### config.mk
export PLATFORM = sky130hd
export DESIGN_NAME = prhc_regs
export DESIGN_NICKNAME = d
export VERILOG_FILES = /design/src/prhc_pkg.sv /design/src/prhc_regs.sv
export SDC_FILE = /design/constraint.sdc
export NUM_CORES = 1
export LEC_CHECK = 0
export ABC_AREA = 1
export ABC_CLOCK_PERIOD_IN_PS = 1200
export BUFFER_PORTS_ARGS = -buffer_cell sky130_fd_sc_hd__buf_2
export CORE_UTILIZATION = 40
export CTS_CLUSTER_DIAMETER = 150
export CTS_CLUSTER_SIZE = 25
export DETAILED_ROUTE_END_ITERATION = 10
export PLACE_DENSITY = 0.7
export SKIP_CTS_REPAIR_TIMING = 1
export SYNTH_ARGS = -nofsm -noshare
export SYNTH_HDL_FRONTEND = slang
export SYNTH_SLANG_ARGS = --single-unit
### constraint.sdc
create_clock -name clk -period 1.2 [get_ports clk]
set_input_delay 0.18 -clock clk [delete_from_list [all_inputs] [get_ports clk]]
set_output_delay 0.18 -clock clk [all_outputs]
set_load 0.005 [all_outputs]
### src/prhc_pkg.sv
// Package for the reference input and holdover register block
package prhc_pkg;

  // Register indices and their byte addresses on the APB bus
  localparam int unsigned  ADDR_W       = 8;
  localparam int unsigned  ADDR_SHIFT   = 2;
  localparam logic [7:0]   REF_CFG_IDX  = 8'h1c;
  localparam logic [7:0]   HO_CFG_IDX   = 8'h1d;
  localparam logic [7:0]   STAT_IDX     = 8'h1f;
  localparam logic [ADDR_W-1:0] REF_CFG_ADDR =
    ADDR_W'(REF_CFG_IDX << ADDR_SHIFT);
  localparam logic [ADDR_W-1:0] HO_CFG_ADDR  =
    ADDR_W'(HO_CFG_IDX << ADDR_SHIFT);
  localparam logic [ADDR_W-1:0] STAT_ADDR    =
    ADDR_W'(STAT_IDX << ADDR_SHIFT);

  // Field positions
  localparam int unsigned  SECONDARY_REFERENCE_INPUT_PWR_BIT = 2;
  localparam int unsigned  PRIMARY_REFERENCE_INPUT_PWR_BIT = 1;
  localparam int unsigned  DIFF_BIT     = 0;
  localparam int unsigned  STAT_DIS_BIT = 4;
  localparam int unsigned  LDCMP_BIT    = 3;
  localparam int unsigned  HOEN_HI_BIT  = 2;
  localparam int unsigned  EXTHO_BIT    = 1;
  localparam int unsigned  HOEN_LO_BIT  = 0;
  localparam int unsigned  CAL_BIT      = 6;
  localparam int unsigned  HOACT_BIT    = 5;
  localparam int unsigned  REF2SEL_BIT  = 4;
  localparam int unsigned  VCOTH_BIT    = 3;

  // Widths and reset values of the writable fields
  localparam int unsigned  DATA_W       = 32;
  localparam int unsigned  STAT_W       = 8;
  localparam int unsigned  REF_CFG_W    = 3;
  localparam int unsigned  HO_CFG_W     = 5;
  localparam logic [REF_CFG_W-1:0] REF_CFG_RST = 3'h0;
  localparam logic [HO_CFG_W-1:0]  HO_CFG_RST  = 5'h0;

  // Positions inside the synchronised status vector
  localparam int unsigned  STAT_N       = 5;
  localparam int unsigned  IN_CAL       = 0;
  localparam int unsigned  IN_HOACT     = 1;
  localparam int unsigned  IN_REF2SEL   = 2;
  localparam int unsigned  IN_VCOTH     = 3;
  localparam int unsigned  IN_LDCMP     = 4;

  typedef struct packed {
    logic ldCompOut;
    logic vcoAboveThreshold;
    logic secondarySelected;
    logic holdoverActive;
    logic vcoCalDone;
  } prhc_stat_s;

  typedef struct packed {
    logic secondaryRefPowerOn;
    logic primaryRefPowerOn;
    logic diffRefMode;
    logic ldCompEnable;
    logic holdoverEnabled;
    logic extHoldoverCtrl;
    logic autoHoldoverRun;
    logic autoLockSense;
    logic refMonLd;
  } prhc_ctrl_s;

  typedef struct packed {
    logic [REF_CFG_W-1:0] refCfg;
    logic [HO_CFG_W-1:0]  hoCfg;
    logic [STAT_N-1:0]    s1;
    logic [STAT_N-1:0]    s2;
    logic [STAT_N-1:0]    s3;
    logic [STAT_N-1:0]    filt;
    logic [DATA_W-1:0]    rdata;
    logic                 slvErr;
    prhc_ctrl_s           ctrl;
  } prhc_state_s;

  localparam prhc_state_s STATE_RST = '{
    refCfg: REF_CFG_RST,
    hoCfg:  HO_CFG_RST,
    // Comparator off at reset, so the lock pin already counts as high
    ctrl:   '{autoLockSense: 1'b1, default: 1'b0},
    default: '0
  };

endpackage

### src/prhc_regs.sv
// APB register block for reference inputs, holdover control and status
`timescale 1ns/1ns
`default_nettype none

module prhc_regs
  import prhc_pkg::*;
(
  input  wire logic              clk,
  input  wire logic              rst_b,
  input  wire logic              ce,
  input  wire logic              psel,
  input  wire logic              penable,
  input  wire logic              pwrite,
  input  wire logic [ADDR_W-1:0] paddr,
  input  wire logic [DATA_W-1:0] pwdata,
  output var  logic [DATA_W-1:0] prdata,
  output var  logic              pready,
  output var  logic              pslverr,
  input  wire prhc_stat_s        statIn,
  output var  prhc_ctrl_s        ctrlOut
);

  prhc_state_s st_q;
  prhc_state_s st_d;
  logic        setupPh;
  logic        accessPh;
  logic [STAT_W-1:0] statWord;

  assign setupPh  = psel & ~penable & ce;
  assign accessPh = psel & penable & ce;
  // Freezes the bus handshake together with all state
  assign pready   = ce;
  assign pslverr  = st_q.slvErr & psel & penable;
  assign prdata   = st_q.rdata;
  assign ctrlOut  = st_q.ctrl;

  always_comb
  begin
    statWord = '0;
    statWord[CAL_BIT]     = st_q.filt[IN_CAL];
    statWord[HOACT_BIT]   = st_q.filt[IN_HOACT];
    // Differential mode always reads primary
    statWord[REF2SEL_BIT] = st_q.filt[IN_REF2SEL] &
                            ~st_q.refCfg[DIFF_BIT];
    statWord[VCOTH_BIT]   = st_q.filt[IN_VCOTH];
  end

  always_comb
  begin
    st_d = st_q;
    if (ce)
    begin
      // Pin synchronisers, a change counts once stages two and three agree
      st_d.s1   = statIn;
      st_d.s2   = st_q.s1;
      st_d.s3   = st_q.s2;
      st_d.filt = (st_q.s2 & ~(st_q.s2 ^ st_q.s3)) |
                  (st_q.filt & (st_q.s2 ^ st_q.s3));

      if (setupPh)
      begin
        st_d.rdata  = '0;
        st_d.slvErr = 1'b0;
        unique case (paddr)
          REF_CFG_ADDR:
            st_d.rdata[REF_CFG_W-1:0] = st_q.refCfg;
          HO_CFG_ADDR:
            st_d.rdata[HO_CFG_W-1:0] = st_q.hoCfg;
          STAT_ADDR:
            if (!st_q.hoCfg[STAT_DIS_BIT])
            begin
              st_d.rdata[STAT_W-1:0] = statWord;
            end
          default:
            st_d.slvErr = 1'b1;
        endcase
      end

      if (accessPh && pwrite)
      begin
        unique case (paddr)
          REF_CFG_ADDR:
            st_d.refCfg = pwdata[REF_CFG_W-1:0];
          HO_CFG_ADDR:
            st_d.hoCfg = pwdata[HO_CFG_W-1:0];
          default:
            st_d.refCfg = st_q.refCfg;
        endcase
      end

      st_d.ctrl.secondaryRefPowerOn = st_d.refCfg[SECONDARY_REFERENCE_INPUT_PWR_BIT];
      st_d.ctrl.primaryRefPowerOn   = st_d.refCfg[PRIMARY_REFERENCE_INPUT_PWR_BIT];
      st_d.ctrl.diffRefMode         = st_d.refCfg[DIFF_BIT];
      st_d.ctrl.ldCompEnable        = st_d.hoCfg[LDCMP_BIT];
      st_d.ctrl.holdoverEnabled     = st_d.hoCfg[HOEN_HI_BIT] &
                                      st_d.hoCfg[HOEN_LO_BIT];
      st_d.ctrl.extHoldoverCtrl     = st_d.hoCfg[EXTHO_BIT];
      st_d.ctrl.autoHoldoverRun     = st_d.ctrl.holdoverEnabled &
                                      ~st_d.hoCfg[EXTHO_BIT];
      // Comparator off means the pin counts as high
      st_d.ctrl.autoLockSense       = ~st_d.hoCfg[LDCMP_BIT] |
                                      st_d.filt[IN_LDCMP];
      st_d.ctrl.refMonLd            = st_d.hoCfg[LDCMP_BIT] &
                                      ~st_d.ctrl.autoHoldoverRun &
                                      st_d.filt[IN_LDCMP];
    end
  end

  always_ff @(posedge clk or negedge rst_b)
  begin
    if (!rst_b)
    begin
      st_q <= STATE_RST;
    end
    else
    begin
      st_q <= st_d;
    end
  end

  logic wrRef;
  logic wrHo;
  logic wrStat;
  logic rdStat;
  logic badAddr;
  assign wrRef  = accessPh & pwrite & (paddr == REF_CFG_ADDR);
  assign wrHo   = accessPh & pwrite & (paddr == HO_CFG_ADDR);
  assign wrStat = accessPh & pwrite & (paddr == STAT_ADDR);
  assign rdStat = setupPh & ~pwrite & (paddr == STAT_ADDR);
  assign badAddr = (paddr != REF_CFG_ADDR) & (paddr != HO_CFG_ADDR) &
                   (paddr != STAT_ADDR);
endmodule // prhc_regs

`default_nettype wire

==> out/qor.yml <==
drt-pass1-iter-count: 4
critPathTopFamily: "flip-flops"
gp_congestion: 0.815
final_nets: 341
power_density_nw_per_um2: 1300
die_y_um: 73.6
reg2reg_depth: 5
clk_path_buf_depth: 2
startpoint: "ctrlOut[1]$_DFFE_PN1P_"
yosysTopAreaCell: "dfrtp_1"
dp_slack_ps: -116
fill_cells: 491
via_per_inst: 4.28
routed_wl_um: 3660
synth_common_cells: "nand2_1 (84), buf_4 (42), dfrtp_1 (39)"
synth_seq_cells: 40
hold_viol_final: 0
ios: 94
synth_top_cell_area_share: 0.476
synth_cells: 246
cts_max_level: 2
die_w_um: 73.6
start_util: 0.426
dp_cells: 349
antenna_found_initial: 0
synth_edf_count: 0
async_reset_ff_frac: 1.00
ant_nets: 0
coreArea_um2: 4820
cp-start-kind: "flop"
rr_startpoint: "st_q[46]$_DFFE_PN0P_"
fin_crit_sh: 0.924
antennaDiodeCount: 0
yosys.cell_types.count: 23
netlist_area_um2: 2050
drive_gt1_frac: 0.254
rrSetupSlack_ps: 110
path_buf_inv: 1
numPortBuffers: 41
crit_chain: "buf_2"
p_leak_nw: 1.31
cts_tree: "built"
crit_end: "ctrlOut[1]"
rsz0062_at_grt: "false"
first_global_vias: 1444
status: "finished, final reports clean"
cts_sinks: 40
fin_setup_tns_ps: 0
areaGrowthSynthToFinish_pct: 16.7
worstReg2RegEnd: "ctrlOut[0]$_DFFE_PN0P_"
ys.flop_type: "dfrtp_1"
cp.required_ps: 1020
root_buffer: "clkbuf_8"
end_kind: "primary output"
hp-class: "in2reg"
multi_input_area_um2: 754
wl_per_cell_um: 10.2
vdd_drop_max_mv: 0.715
place_hpwl_um: 2740
p_total_mw: 3.12
drc_errors: 0
setup-violations-final: 0
crit_slowest_cell: "dfstp_2"
clock_skew_ps: 4.02
register_area_um2: 1000
fmax_mhz: 902
holdPathStages: 3
critPathMaxStageDelay_ps: 530
yosysSeqAreaShare: 0.488
setup_ws_ps: 91.2
drt_iter0_markers: 60
grt_start_max_net_pins: 27
num_vias: 1532
crit_type: "reg2out"
grt_usage: 0.158
yosys-top-cells-area: "dfrtp_1 (48%), buf_4 (15%), nand2_1 (15%)"
maxSlewViolCount: 0
synth_most_common_cell: "nand2_1"
grt_pass1_wl_um: 6370
worstPathMaxFanout: 2
max_cap_viol_count: 0
yosys_warnings: 0
clk_latency_ps: 300
min_period_ps: 1110
cts_made_buffers: 5
path_clk_slew_ps: 80
avgSynthCellArea_um2: 8.34
fin_cells: 358
cp.arrival_ps: 930
cp_num_cells: 1
placementRows: 25
overflow: 0
die_area_um2: 5420
## per-layer routing
layer  wire length, um  global-route usage  up-vias  part of all wire
met3               180              0.0508        9             0.049
met1              1690               0.191      682              0.46
li1                  -                   -      804                 -
met2              1710               0.258       37              0.47
met5                 0                   0        -                 0
met4                78              0.0705        0             0.021
## worst min path at each step
stage                          from  slack (ps)                    to
final                     statIn[4]          80  st_q[61]$_DFFE_PN0P_
after global routing      statIn[3]          70  st_q[60]$_DFFE_PN0P_
after CTS                     rst_b        -210  st_q[61]$_DFFE_PN0P_
after detailed placement      rst_b         120  st_q[58]$_DFFE_PN0P_
after global placement        rst_b         110  st_q[57]$_DFFE_PN0P_
after floorplan               rst_b        -120             async pin
## through the flow
stage | instance area (um2) | utilization | hold slack (ps)
floorplan | 2140 | - | -116
global placement | 2260 | 0.469 | 110
detailed placement | 2260 | 0.469 | 120
CTS | 2380 | 0.495 | -213
global route | 2390 | 0.497 | 74.2
finish | 2390 | 0.497 | 78.6
## cells by family after synthesis
kind of cell / count (synthesis) / share of synthesized area
simple gates: 120 / 0.249
compound gates: 23 / 0.0628
fa+ha+maj: 1 / 0.00488
mux: 1 / 0.00549
buf+inv: 60 / 0.188
other cells: 1 / 0.00183
flops: 40 / 0.488
## cell type report
class                           instances  area share
Clock buffer                            7      0.0402
Clock inverter                          1      0.0125
Inverter                               12      0.0188
Multi-Input combinational cell        170       0.315
Sequential cell                        40       0.418
Tap cell                               67      0.0350
Timing Repair Buffer                   61       0.160
## state kept, by name, indices dropped and copies added, names as in the netlist, named ones only
signal	count
ctrlOut	4
st_q	25
prdata	7
## worst register-to-register path: stages, from the launching register on
cell	delay, ps
dfrtp_1	390
maj3_1	360
nand2_1	90
nor2_1	50
nand2_1	60
nand2_1	50
## power breakdown
part | leakage [nW] | internal [mW] | total, mW | switching (mW)
combinational | 0.744 | 0.166 | 0.371 | 0.205
clock | 0.0645 | 0.733 | 1.19 | 0.460
sequential | 0.506 | 1.48 | 1.56 | 0.0797
## layout by cell type, fill, tap and decap left out, types with 7 or more instances in the layout
master	count
nand2_1	84
buf_2	41
dfrtp_1	39
conb_1	25
buf_4	17
nand3_1	14
nor2_1	13
inv_1	12
o21ai_0	12
clkbuf_8	7
(Power assumes the default switching activity.)
